==> src/inc/dma_addr_map.vh <==
`ifndef DMA_ADDR_MAP_VH
`define DMA_ADDR_MAP_VH

// ----------------------------------------------------------------
// Register byte offsets
// ----------------------------------------------------------------
`define OFS_ADDR_CTRL 8'h00
`define OFS_SRC_ADDR 8'h04
`define OFS_DST_ADDR 8'h08
`define OFS_COUNT 8'h0c
`define OFS_CHAN_CTRL 8'h10
`define OFS_STATUS 8'h14

// ----------------------------------------------------------------
// Address control fields
// ----------------------------------------------------------------
`define POS_MODE_SEL 31
`define POS_DIRECTION 30
`define POS_SRC_STEP_HI 21
`define POS_SRC_STEP_LO 20
`define POS_DST_STEP_HI 17
`define POS_DST_STEP_LO 16
`define ADDR_CTRL_WMASK 32'hc7339f9f
`define ADDR_CTRL_RESET 32'h00000000

// ----------------------------------------------------------------
// Channel control and status fields
// ----------------------------------------------------------------
`define POS_ACK_EN 0
`define POS_CHAN_EN 1
`define POS_ST_BUSY 0
`define POS_ST_DONE 1
`define POS_ST_DIR 2
`define POS_ST_MODE 3
`define COUNT_W 16
`define COUNT_RESET 16'h0000
`define ADDR_RESET 32'h00000000
`define STEP_UNIT 32'h00000001

`endif

==> src/hdl/dma_channel_pins.v <==
`timescale 1ns/1ns
`default_nettype none

module dma_channel_pins (
	input wire pclk,
	input wire presetn,
	input wire dma_req_n,
	input wire ack_req,
	input wire single_mode,
	input wire ack_enable,
	output wire req_level,
	output reg dma_ack_pin_n,
	output reg dma_ack_oe
);

// ----------------------------------------------------------------
// Request pin synchroniser
// ----------------------------------------------------------------
reg req_meta;
reg req_sync;

always @(posedge pclk or negedge presetn) begin
	if (!presetn) begin
		req_meta <= 1'b0;
		req_sync <= 1'b0;
	end else begin
		req_meta <= ~dma_req_n;
		req_sync <= req_meta;
	end
end

assign req_level = req_sync;

// ----------------------------------------------------------------
// Acknowledge pin driver
// ----------------------------------------------------------------
always @(posedge pclk or negedge presetn) begin
	if (!presetn) begin
		dma_ack_pin_n <= 1'b1;
		dma_ack_oe <= 1'b0;
	end else begin
		dma_ack_oe <= single_mode & ack_enable;
		dma_ack_pin_n <= ~(single_mode & ack_enable & ack_req);
	end
end

endmodule
`default_nettype wire

==> src/hdl/dma_address_mode_control.v <==
// The implementer's own choices: the address map and register access over APB.
`timescale 1ns/1ns
`default_nettype none
`include "dma_addr_map.vh"

module dma_address_mode_control (
	input wire pclk,
	input wire presetn,
	input wire psel,
	input wire penable,
	input wire pwrite,
	input wire [7:0] paddr,
	input wire [31:0] pwdata,
	output reg [31:0] prdata,
	output reg pready,
	output reg pslverr,
	input wire dma_req_n,
	output wire dma_ack_pin_n,
	output wire dma_ack_oe,
	output reg [31:0] bus_addr,
	output reg bus_read,
	output reg bus_write,
	output reg [31:0] bus_wdata,
	input wire [31:0] bus_rdata,
	output reg address_mode_select,
	output reg single_addr_direction,
	output reg busy
);

// ----------------------------------------------------------------
// States
// ----------------------------------------------------------------
localparam [2:0] st_idle = 3'b000;
localparam [2:0] st_read = 3'b001;
localparam [2:0] st_write = 3'b010;
localparam [2:0] st_single = 3'b011;
localparam [2:0] st_release = 3'b100;

// ----------------------------------------------------------------
// Storage
// ----------------------------------------------------------------
reg [31:0] dma_address_control;
reg [31:0] source_address_reg;
reg [31:0] destination_address_reg;
reg [`COUNT_W-1:0] transfer_count;
reg ack_pin_enable;
reg chan_enable;
reg done_flag;
reg ack_req;
reg [2:0] state;
reg [31:0] next_rdata;
reg next_err;
wire req_level;
wire access;
wire wr_fire;
wire mode_single;
wire dir_eff;
wire count_last;

// ----------------------------------------------------------------
// Decoding helpers
// ----------------------------------------------------------------
function is_mapped;
	input [7:0] a;
	begin
		is_mapped = (a == `OFS_ADDR_CTRL) || (a == `OFS_SRC_ADDR) ||
			(a == `OFS_DST_ADDR) || (a == `OFS_COUNT) ||
			(a == `OFS_CHAN_CTRL) || (a == `OFS_STATUS);
	end
endfunction

function [31:0] step_next;
	input [31:0] addr;
	input [1:0] mode;
	begin
		case (mode)
			2'b10: step_next = addr + `STEP_UNIT;
			2'b11: step_next = addr - `STEP_UNIT;
			default: step_next = addr;
		endcase
	end
endfunction

assign access = psel & penable;
assign wr_fire = access & pready & pwrite & is_mapped(paddr);
assign mode_single = dma_address_control[`POS_MODE_SEL];
assign dir_eff = mode_single & dma_address_control[`POS_DIRECTION];
assign count_last = (transfer_count == {{(`COUNT_W-1){1'b0}}, 1'b1});

// ----------------------------------------------------------------
// Pin logic
// ----------------------------------------------------------------
dma_channel_pins u_pins (
	.pclk(pclk),
	.presetn(presetn),
	.dma_req_n(dma_req_n),
	.ack_req(ack_req),
	.single_mode(mode_single),
	.ack_enable(ack_pin_enable),
	.req_level(req_level),
	.dma_ack_pin_n(dma_ack_pin_n),
	.dma_ack_oe(dma_ack_oe)
);

// ----------------------------------------------------------------
// Read mux
// ----------------------------------------------------------------
always @* begin
	next_rdata = 32'h00000000;
	next_err = 1'b0;
	case (paddr)
		`OFS_ADDR_CTRL: next_rdata = dma_address_control & `ADDR_CTRL_WMASK;
		`OFS_SRC_ADDR: next_rdata = source_address_reg;
		`OFS_DST_ADDR: next_rdata = destination_address_reg;
		`OFS_COUNT: next_rdata = {{(32-`COUNT_W){1'b0}}, transfer_count};
		`OFS_CHAN_CTRL: begin
			next_rdata[`POS_ACK_EN] = ack_pin_enable;
			next_rdata[`POS_CHAN_EN] = chan_enable;
		end
		`OFS_STATUS: begin
			next_rdata[`POS_ST_BUSY] = busy;
			next_rdata[`POS_ST_DONE] = done_flag;
			next_rdata[`POS_ST_DIR] = dir_eff;
			next_rdata[`POS_ST_MODE] = mode_single;
		end
		default: next_err = 1'b1;
	endcase
end

// ----------------------------------------------------------------
// APB answer
// ----------------------------------------------------------------
always @(posedge pclk or negedge presetn) begin
	if (!presetn) begin
		pready <= 1'b0;
		prdata <= 32'h00000000;
		pslverr <= 1'b0;
	end else begin
		pready <= access & ~pready;
		if (access & ~pready) begin
			prdata <= pwrite ? 32'h00000000 : next_rdata;
			pslverr <= next_err;
		end else begin
			prdata <= 32'h00000000;
			pslverr <= 1'b0;
		end
	end
end

// ----------------------------------------------------------------
// Registers and transfer engine
// ----------------------------------------------------------------
always @(posedge pclk or negedge presetn) begin
	if (!presetn) begin
		dma_address_control <= `ADDR_CTRL_RESET;
		source_address_reg <= `ADDR_RESET;
		destination_address_reg <= `ADDR_RESET;
		transfer_count <= `COUNT_RESET;
		ack_pin_enable <= 1'b0;
		chan_enable <= 1'b0;
		done_flag <= 1'b0;
		ack_req <= 1'b0;
		state <= st_idle;
		bus_addr <= 32'h00000000;
		bus_read <= 1'b0;
		bus_write <= 1'b0;
		bus_wdata <= 32'h00000000;
		address_mode_select <= 1'b0;
		single_addr_direction <= 1'b0;
		busy <= 1'b0;
	end else begin
		address_mode_select <= mode_single;
		single_addr_direction <= dir_eff;
		busy <= (state != st_idle);
		if (wr_fire) begin
			case (paddr)
				`OFS_ADDR_CTRL:
					dma_address_control <= pwdata & `ADDR_CTRL_WMASK;
				`OFS_SRC_ADDR: source_address_reg <= pwdata;
				`OFS_DST_ADDR: destination_address_reg <= pwdata;
				`OFS_COUNT: transfer_count <= pwdata[`COUNT_W-1:0];
				`OFS_CHAN_CTRL: begin
					ack_pin_enable <= pwdata[`POS_ACK_EN];
					chan_enable <= pwdata[`POS_CHAN_EN];
				end
				`OFS_STATUS:
					if (pwdata[`POS_ST_DONE])
						done_flag <= 1'b0;
				default: done_flag <= done_flag;
			endcase
		end
		case (state)
			st_idle: begin
				if (chan_enable && (transfer_count != `COUNT_RESET) && req_level) begin
					if (mode_single) begin
						state <= st_single;
						bus_addr <= dir_eff ? destination_address_reg :
							source_address_reg;
						bus_read <= ~dir_eff;
						bus_write <= dir_eff;
						ack_req <= 1'b1;
					end else begin
						state <= st_read;
						bus_addr <= source_address_reg;
						bus_read <= 1'b1;
					end
				end
			end
			st_read: begin
				bus_read <= 1'b0;
				bus_write <= 1'b1;
				bus_addr <= destination_address_reg;
				bus_wdata <= bus_rdata;
				state <= st_write;
			end
			st_write, st_single: begin
				bus_read <= 1'b0;
				bus_write <= 1'b0;
				ack_req <= 1'b0;
				if (!mode_single || !dir_eff)
					source_address_reg <= step_next(source_address_reg,
						dma_address_control[`POS_SRC_STEP_HI:`POS_SRC_STEP_LO]);
				if (!mode_single || dir_eff)
					destination_address_reg <= step_next(destination_address_reg,
						dma_address_control[`POS_DST_STEP_HI:`POS_DST_STEP_LO]);
				transfer_count <= transfer_count - {{(`COUNT_W-1){1'b0}}, 1'b1};
				if (count_last) begin
					done_flag <= 1'b1;
					chan_enable <= 1'b0;
				end
				state <= st_release;
			end
			st_release: begin
				if (!req_level)
					state <= st_idle;
			end
			default: state <= st_idle;
		endcase
	end
end

endmodule
`default_nettype wire

==> config.mk <==
export PLATFORM = sky130hd
export DESIGN_NAME = dma_address_mode_control
export DESIGN_NICKNAME = d
export VERILOG_FILES = /design/src/hdl/dma_channel_pins.v /design/src/hdl/dma_address_mode_control.v
export VERILOG_INCLUDE_DIRS = /design/src /design/src/inc
export SDC_FILE = /design/constraint.sdc
export NUM_CORES = 1
export LEC_CHECK = 0
export BUFFER_PORTS_ARGS = -buffer_cell sky130_fd_sc_hd__buf_2
export CORE_MARGIN = 2
export CORE_UTILIZATION = 41
export CTS_BUF_LIST = sky130_fd_sc_hd__clkbuf_4
export CTS_CLUSTER_SIZE = 10
export DETAILED_ROUTE_END_ITERATION = 16
export GPL_TIMING_DRIVEN = 0
export PLACE_DENSITY = 0.59
export SYNTH_ARGS = -nofsm -noshare
export SYNTH_HDL_FRONTEND = slang
export SYNTH_SLANG_ARGS = --single-unit
==> constraint.sdc <==
create_clock -name pclk -period 3.5 [get_ports pclk]
set_clock_uncertainty 0.15 [all_clocks]
set_input_delay 0.525 -clock pclk [delete_from_list [all_inputs] [get_ports pclk]]
set_output_delay 0.525 -clock pclk [all_outputs]
set_load 0.02 [all_outputs]
After elaboration in Yosys (flattened, before gate mapping)
Cells that the tools add are included.
Word-level totals
  register bits: 215
  latch bits: 0
  memory bits (writable): 0
  bits in read-only memories: 0
  input port bits: 78
  output and inout port bits: 105
  word-level logic and storage cells: 137
  memories kept: 0
Operators by class
  add/sub/neg operators: 5
  multiply operators: 0
  divide/modulo/power cells: 0
  order comparisons: 0
  equality and inequality tests: 19
  shifts and indexed selects: 0
  multiplexer cells: 46
  bitwise operators: 12
  reduce and logical (&&, ||, !) cells: 32
Operators with widths (number)
  32-bit 2-to-1 mux: 13
  32-bit one-hot mux with 2 select lines: 3
  28-bit one-hot mux with 4 select lines: 1
  32-bit by 1-bit adder with 32-bit output, second input constant: 2
  32-bit by 1-bit subtractor with 32-bit output, second input constant: 2
  16-bit 2-to-1 mux: 3
  1-bit 2-to-1 mux: 17
  16-bit by 1-bit == test with 1-bit output, second input constant: 1
  8-bit by 4-bit == test with 1-bit output, second input constant: 2
  8-bit by 5-bit == test with 1-bit output, second input constant: 2
  16-bit nonzero test: 1
  16-bit by 1-bit subtractor with 16-bit output, second input constant: 1
  2-bit one-hot mux with 6 select lines: 1
  3-bit one-hot mux with 4 select lines: 1
  2-bit AND reduction: 6
  2-bit one-hot mux with 5 select lines: 1
  2-bit nonzero test: 5
  1-bit AND: 8
  2-bit == test, second input constant: 4
  8-bit by 3-bit == test with 1-bit output, second input constant: 1
  8-bit zero test: 1
  4-bit by 2-bit inequality test with 1-bit output, second input constant: 2
  1-bit logical OR: 7
  3-bit by 2-bit == test with 1-bit output, second input constant: 2
  16 further kinds: 27

Depth between registers and ports, before layout
Gate-level depths: netlist of the first run.
  depth after elaboration: 10
  gate-level depth with buffers: 14
  depth with buffers taken out: 10

Modules after synthesis
From an unflattened synthesis of the first run, not the netlist that was laid out.
Second synthesis, totals
  cells, all modules: 1539
  area total of the unflattened synthesis: 13461.7 µm²
Modules (own cells, without submodules)
  dma_address_mode_control: instances 1, cells each 1532, area each 13345.3 µm²
  dma_channel_pins: instances 1, cells each 7, area each 116.4 µm²

Worst setup path after synthesis of the first run
OpenSTA, ideal clock, no wires.
  path type: register to register
  start: reg dma_address_control[21]
  end: reg source_address_reg[20]
  setup time: 65 ps
  arrival: 3304 ps
  required time: 3285 ps
  path slack: -19 ps
  stages on the path, launching flop included: 15
  path buffers: 4
  cell sequence: dfrtp_1 > clkbuf_1 > nand2_1 > clkbuf_1 > buf_2 > buf_1 > xnor2_1 > ha_1 > nor4_1 > a21oi_1 > o211ai_1 > nand2_1 > o32ai_1 > o21a_1 > o221a_2
Between the ends
  word-level cells in the longest chain between the ends: 4
  elaborated cells on any way between the ends: 6
  classes of those cells: 3 x eq/ne; 3 x mux
RTL lines
  start, declared: line dma_address_mode_control.v:42  | reg [31:0] dma_address_control;
  start signal, assigned: line dma_address_mode_control.v:155  | dma_address_control <= `ADDR_CTRL_RESET;
  start signal, assigned: line dma_address_mode_control.v:178  | dma_address_control <= pwdata & `ADDR_CTRL_WMASK;
  2-bit == test: line dma_address_mode_control.v:76  | case (mode)
  32-bit one-hot mux with 2 select lines: line dma_address_mode_control.v:76
  32-bit 2-to-1 mux: line dma_address_mode_control.v:220  | if (!mode_single || !dir_eff)
  32-bit 2-to-1 mux: line dma_address_mode_control.v:192  | case (state)
  end signal, assigned: line dma_address_mode_control.v:156  | source_address_reg <= `ADDR_RESET;
  end signal, assigned: line dma_address_mode_control.v:179  | `OFS_SRC_ADDR: source_address_reg <= pwdata;
  end signal, assigned: line dma_address_mode_control.v:221  | source_address_reg <= step_next(source_address_reg,
  end, declared: line dma_address_mode_control.v:43  | reg [31:0] source_address_reg;
Several ways; a longest one is shown, not always the timed one.
A chain may end at the register's enable or synchronous reset.

Final worst setup path of the first run
  start: reg dma_address_control[31]
  end: reg bus_addr[15]
Between the ends
  word-level cells in the longest chain between the ends: 5
RTL lines
  1-bit AND: line dma_address_mode_control.v:87  | assign dir_eff = mode_single & dma_address_control[`POS_DIRECTION];
  net dir_eff: line dma_address_mode_control.v:57  | wire dir_eff;
  32-bit 2-to-1 mux: line dma_address_mode_control.v:197  | bus_addr <= dir_eff ? destination_address_reg :
  32-bit 2-to-1 mux: line dma_address_mode_control.v:195  | if (mode_single) begin
  32-bit 2-to-1 mux: line dma_address_mode_control.v:194  | if (chan_enable && (transfer_count != `COUNT_RESET) && req_level) begin
  32-bit one-hot mux with 2 select lines: line dma_address_mode_control.v:192
  end signal, assigned: line dma_address_mode_control.v:197
  end signal, assigned: line dma_address_mode_control.v:204  | bus_addr <= source_address_reg;
  end signal, assigned: line dma_address_mode_control.v:212  | bus_addr <= destination_address_reg;
  end, declared: line dma_address_mode_control.v:20  | output reg [31:0] bus_addr,
The timed path passes the listed nets, and every way through them passes these cells. The select of a mux whose other input is x is not followed.

==> impl_metrics.tcl, run 1 <==
set metrics [dict create \
    clk_latency_ns 0.74 \
    port_buffers 180 \
    clock-sinks 215 \
    globalplace.congestion 0.9611 \
    yosysTopAreaCell "dfrtp_1" \
    fin_nets 1919 \
    core_um2 31800 \
    p_sw_share_pct 28.54 \
    synth_most_common_cell "dfrtp_1" \
    worst_pin_slew_ns 0.9797 \
    clockBufferDepth 3 \
    cts-root-buf "clkbuf_4" \
    finalCritPeriodShare_pct 99.63 \
    power.internal_mw 3.939 \
    p_leak_nw 7.021 \
    combPwrFrac_pct 10.4 \
    outcome "complete, no violations" \
    fin_crit_ns 3.487 \
    hold_path_depth 3 \
    htreeDepth 2 \
    yosysWarnings 0 \
    place_ws_ns -1.262 \
    p_sw_mw 1.573 \
    antenna_found_initial 2 \
    cts.reportedPaths.clkPinSlew_ns 0.07 \
    grt_start_max_net_pins 115 \
    yosysUniqueCellTypes 87 \
    ys.flop_type "dfrtp_1" \
    synth_area_leaders "dfrtp_1, nor2_1, mux2_2, mux2i_1, a21oi_1" \
    track_usage_pct 32.70 \
    remaining_drc_errors 0 \
    ys_seq_elements 215 \
    grt_pass1_vias 13655 \
    die_h_um 184.2 \
    drt-wirelength-per-cell_um 24.00 \
    initial_core_util_pct 41.87 \
    worstSetupStartpointType "flop" \
    grt_setup_unrepaired "yes" \
    setup_ws_ns 0.01308 \
    hp-class "primary input to flop" \
    max_freq_mhz 286.8 \
    syn-num-nets 1620 \
    grt.overflow.total 0 \
    hpwl_um 40880 \
    required_ns 3.92 \
    hold_ws_ns 0.03045 \
    relSlewSlack_pct 34.44 \
    synthArstFlopShare_pct 100.0 \
    peakVddDrop_v 0.0003222 \
    synth_cells 1538 \
    die_w_um 184.2 \
    ios 183 \
    end_kind "flop" \
    cap_violations 0 \
    pwr_density_cell_nw_per_um2 340.0 \
    crit_type "flop to flop" \
    synth-edff-count 0 \
    cts_tree "built" \
    drt_iter0_markers 1348 \
    layout-drive-gt1-share_pct 22.08 \
    r2r_cells 8 \
    clkPwrFrac_pct 42.5 \
    synth_common_cells "dfrtp_1, nor2_1, nand2_1" \
    wl_um 55670 \
    synth-seq-area-share_pct 40.42 \
    drv_slew 0 \
    via_per_inst 6.029 \
    finalSetupViolCount 0 \
    dieArea_um2 33930 \
    grt_pass1_wl_um 83280 \
    crit_fanout 10 \
    num_vias 13987 \
    fp-row-count 65 \
    r2r_slack_ns 0.01 \
    hold_violations 0 \
    antenna_left 0 \
    synth_top_area_share_pct 40.23 \
    p_seq_share_pct 47.1 \
    drt-pass1-iter-count 5 \
    syn_area_um2 13310 \
    cp.arrival_ns 3.91 \
    synth.avg_cell_area_um2 8.656 \
    numCtsBuffers 61 \
    area_growth_pct 21.78 \
]
-- worst max-delay path, cell delays in order, from the launching register on --
cell	delay [ns]
dfrtp_1	0.35
clkbuf_1	0.50
nand2_1	0.37
inv_1	0.15
or2_2	0.12
clkbuf_1	0.61
clkbuf_2	0.50
mux2i_1	0.42
a21oi_1	0.12
-- per-layer routing --
metal  track usage (%)  wire (um)
met1             43.22      23070
met2             50.84      24400
met3             7.093       5295
met4             16.03       2892
met5                 0         13
-- stage by stage --
stage | cells | utilization, % | cell area, um^2 | power, mW | setup TNS [ns]
6_report | 2320 | 50.98 | 16210 | 5.512 | 0
5_1_grt | 2320 | 50.98 | 16210 | 5.745 | -0.1138
2_1_floorplan | 1538 | - | 13320 | 2.884 | 0
3_5_place_dp | 2154 | 46.55 | 14800 | 3.157 | -26.24
4_1_cts | 2317 | 50.83 | 16160 | 5.540 | 0
3_3_place_gp | 2153 | 46.43 | 14760 | 3.147 | -481.40
-- what timing repair did --
action	in CTS	in global routing
endpoints found under the hold margin	164	1
endpoints found under the setup margin	34	21
cloned	0	0
buffers inserted	2	1
hold buffers	54	1
pin swaps	1	1
gates resized for setup	17	9
-- cell usage in the layout, fill, tap and decap left out, types with 55 or more instances in the layout --
cell	n
buf_2	194
o21ai_0	76
nor2_1	204
dlygate4sd3_1	55
clkbuf_1	111
mux2i_1	67
dfrtp_1	212
nand2_1	123
clkbuf_4	91
mux2_2	64
a21oi_1	105
-- logic make-up (layout without fill, tap and decap cells) --
family / Yosys count / after routing / synth area share, %
compound gates: 387 / 387 / 19.23
xor+xnor: 17 / 17 / 1.118
fa+ha+maj: 4 / 4 / 0.3760
buf+inv: 162 / 508 / 4.840
flops: 215 / 215 / 40.42
mux: 131 / 131 / 10.45
other cells: 0 / 1 / 0
simple gates: 622 / 622 / 23.56
-- final cells by class --
type,count,area (um^2)
antenna,1,2.502
sequential,215,5384
timing repair buffer,239,1511
tap,435,544.3
buffer,144,594.3
multi-input combinational,1161,7357
clock buffer,91,683.2
inverter,15,56.30
clock inverter,19,78.83
fill,3121,15590
-- final timing paths --
path,startpoint,to
min in group asynchronous,presetn,source_address_reg[27]
worst max-delay path,dma_address_control[31],bus_addr[15]
worst max register to register,dma_address_control[31],bus_addr[15]
max in group asynchronous,presetn,dma_address_control[16]
worst min-delay path,pwrite,prdata[0]
worst min register to register,u_pins.req_meta,u_pins.req_level
-- power groups by stage --
stage	clock, mW	combinational, mW	sequential, mW
3_5_place_dp	0	0.516	2.64
4_1_cts	2.38	0.566	2.60
3_3_place_gp	0	0.508	2.64
5_1_grt	2.53	0.616	2.60
2_1_floorplan	0	0.199	2.69
6_report	2.34	0.572	2.60
Power figures use the tool's default switching activity.
==> run 2, diff against run 1 <==
- SYNTH_HIERARCHICAL: unset -> 1
==> run 2 against run 1 <==
Effect of this change:
- clock power increased by 6%
- wire length rose by 1.8%
- clock-buffer cell count shrank 1
- via count up 2.8%
- critical endpoint is now source_address_reg[17]
- final cell count is 2.0% higher
- flip-flop and latch count did not move
- largest power group unchanged
- global-route usage grew 0.55 points
==> impl_metrics.tcl, run 2 <==
set metrics [dict create \
    outcome "complete, no violations" \
    ys_seq_elements 215 \
    required_ns 4.06 \
    layout_common_cells "dfrtp_1, buf_2, nor2_1" \
    area_growth_pct 24.71 \
    r2r_start "dma_address_control[31]" \
    fp-row-count 66 \
    startpoint "dma_address_control[31]" \
    drv_slew 0 \
    crit_fanout 10 \
    cts.reportedPaths.clkPinSlew_ns 0.08 \
    synth_area_leaders "dfrtp_1, mux2_2, nor2_1, nand2_1, mux2i_1" \
    grt_start_max_net_pins 93 \
    remaining_drc_errors 0 \
    antenna_left 0 \
    ios 183 \
    die_h_um 185.2 \
    ys.flop_type "dfrtp_1" \
    end_kind "flop" \
    cts-root-buf "clkbuf_4" \
    relSlewSlack_pct 31.11 \
    hpwl_um 41500 \
    yosysTopAreaCell "dfrtp_1" \
    synth_top_area_share_pct 39.78 \
    syn-num-nets 1621 \
    htreeDepth 2 \
    finalCritPeriodShare_pct 96.17 \
    drt-wirelength-per-cell_um 23.93 \
    clockBufferDepth 3 \
    num_vias 14373 \
    fin_nets 1949 \
    grt_setup_unrepaired "yes" \
    synth_cells 1539 \
    drt-pass1-iter-count 8 \
    port_buffers 181 \
    synthArstFlopShare_pct 100.0 \
    max_freq_mhz 297.1 \
    layout_commonest_cell "dfrtp_1" \
    synth-seq-area-share_pct 39.98 \
    finalSetupViolCount 0 \
    combPwrFrac_pct 9.4 \
    dp_cells 2164 \
    dieArea_um2 34300 \
    grt.overflow.total 0 \
    p_sw_share_pct 28.59 \
    globalplace.congestion 0.9609 \
    grt_use_met1_pct 46.11 \
    p_seq_share_pct 46.3 \
    syn_area_um2 13460 \
    grt_pass1_vias 13951 \
    track_usage_pct 33.25 \
    synth_common_cells "dfrtp_1, nor2_1, nand2_1" \
    drt_iter0_markers 1566 \
    clock-sinks 215 \
    met2_usage_pct 50.53 \
    grt_pass1_wl_um 85480 \
    met3_usage_pct 7.570 \
    cts_tree "built" \
    layout-drive-gt1-share_pct 23.49 \
    final_cell_area_um2 16790 \
    peakVddDrop_v 0.0002832 \
    worst_pin_slew_ns 1.024 \
    power.internal_mw 3.988 \
    hp-class "primary input to async pin" \
    p_sw_mw 1.597 \
    cp.arrival_ns 3.93 \
    numCtsBuffers 60 \
    clkPwrFrac_pct 44.3 \
    fin_crit_ns 3.366 \
    via_per_inst 6.072 \
    place_area_um2 14990 \
    clk_latency_ns 0.84 \
    synth_most_common_cell "dfrtp_1" \
    yosysWarnings 6 \
    synth-edff-count 0 \
    die_w_um 185.2 \
    pwr_density_cell_nw_per_um2 332.6 \
    wl_um 56650 \
    p_leak_nw 7.398 \
    initial_core_util_pct 41.48 \
    power_mw 5.584 \
    yosysUniqueCellTypes 91 \
    core_um2 32450 \
    antenna_found_initial 3 \
    synth.avg_cell_area_um2 8.747 \
    hold_violations 0 \
    cap_violations 0 \
    grt_busiest_layer "met2" \
    final_cells 2367 \
    crit_type "flop to flop" \
    worstSetupStartpointType "flop" \
]
==> run 2: changes by cell type after synthesis, sizes merged, moves of 23 or more <==
cell   before  now
o21ai      79  102
a21oi     107   81
nor2      205  165
nand2     125  148
==> run 2: final timing paths <==
check	slack, ns	end	depth (start not counted)
worst min register to register	0.20	u_pins/req_level	0
worst min-delay path	0.04	bus_addr[10]	2
min in group pclk	0.11	prdata[1]	5
max in group asynchronous	1.92	bus_wdata[12]	4
worst max register to register	0.13	source_address_reg[17]	8
worst max-delay path	0.13	source_address_reg[17]	8
==> run 2: worst max-delay path: stages (launching register included) <==
cell and delay (ns):
dfrtp_1 0.42, clkbuf_1 0.35, nand2_1 0.34, nand2_1 0.37, nand2_1 0.18, clkbuf_1 0.55, clkbuf_1 0.53, nor2_1 0.08
a21oi_1 0.25
==> run 2: routing by layer <==
layer	vias to the layer above	routed length [um]	share of wire, %
li1	6388	-	-
met4	4	2191	3.9
met2	865	24520	43
met1	6964	24150	43
met5	-	31	0.055
met3	152	5760	10
==> run 2: cell type report <==
class | instances | area (um^2)
inverter | 27 | 101.3
antenna | 9 | 22.52
clock buffer | 90 | 675.6
timing repair buffer | 267 | 1789
buffer | 138 | 586.8
sequential | 215 | 5383
clock inverter | 21 | 117.6
multi-input combinational | 1158 | 7559
tap | 442 | 553.0
fill | 3146 | 15670
==> run 2: stage by stage <==
stage,hold WS [ns],setup TNS [ns],setup slack (ns),util (%)
after floorplan,0.07941,0,0.1127,-
final,0.03560,0,0.1339,51.73
after global routing,0.04874,-0.01626,-0.01626,51.70
after global placement,0.1850,-489.08,-2.218,45.98
after detailed placement,0.1897,-20.71,-1.198,46.18
after CTS,0.01947,0,0.003304,51.40
==> run 2: kinds of logic after synthesis <==
family	synth area share, %
and+or+nand+nor	23.27
AOI/OAI and AO/OA	19.30
DFF	39.98
buffers and inverters	4.852
muxes	11.32
xor gates and xnor gates	0.9109
adders and majority gates	0.3718
==> run 2: what timing repair did <==
action | 4_1_cts | 5_1_grt
gates resized for setup | 28 | 21
pin swaps | 5 | 6
hold buffers | 75 | 0
buffers inserted | 6 | 3
setup endpoints to repair | 48 | 59
hold endpoints to repair | 259 | 0
==> run 2: power groups by stage <==
stage                     clock, mW  combinational, mW  sequential [mW]
after global routing           2.66              0.566             2.59
after floorplan                   0              0.178             2.65
after global placement            0              0.441             2.63
after CTS                      2.52              0.518             2.58
after detailed placement          0              0.454             2.63
final                          2.47              0.527             2.58
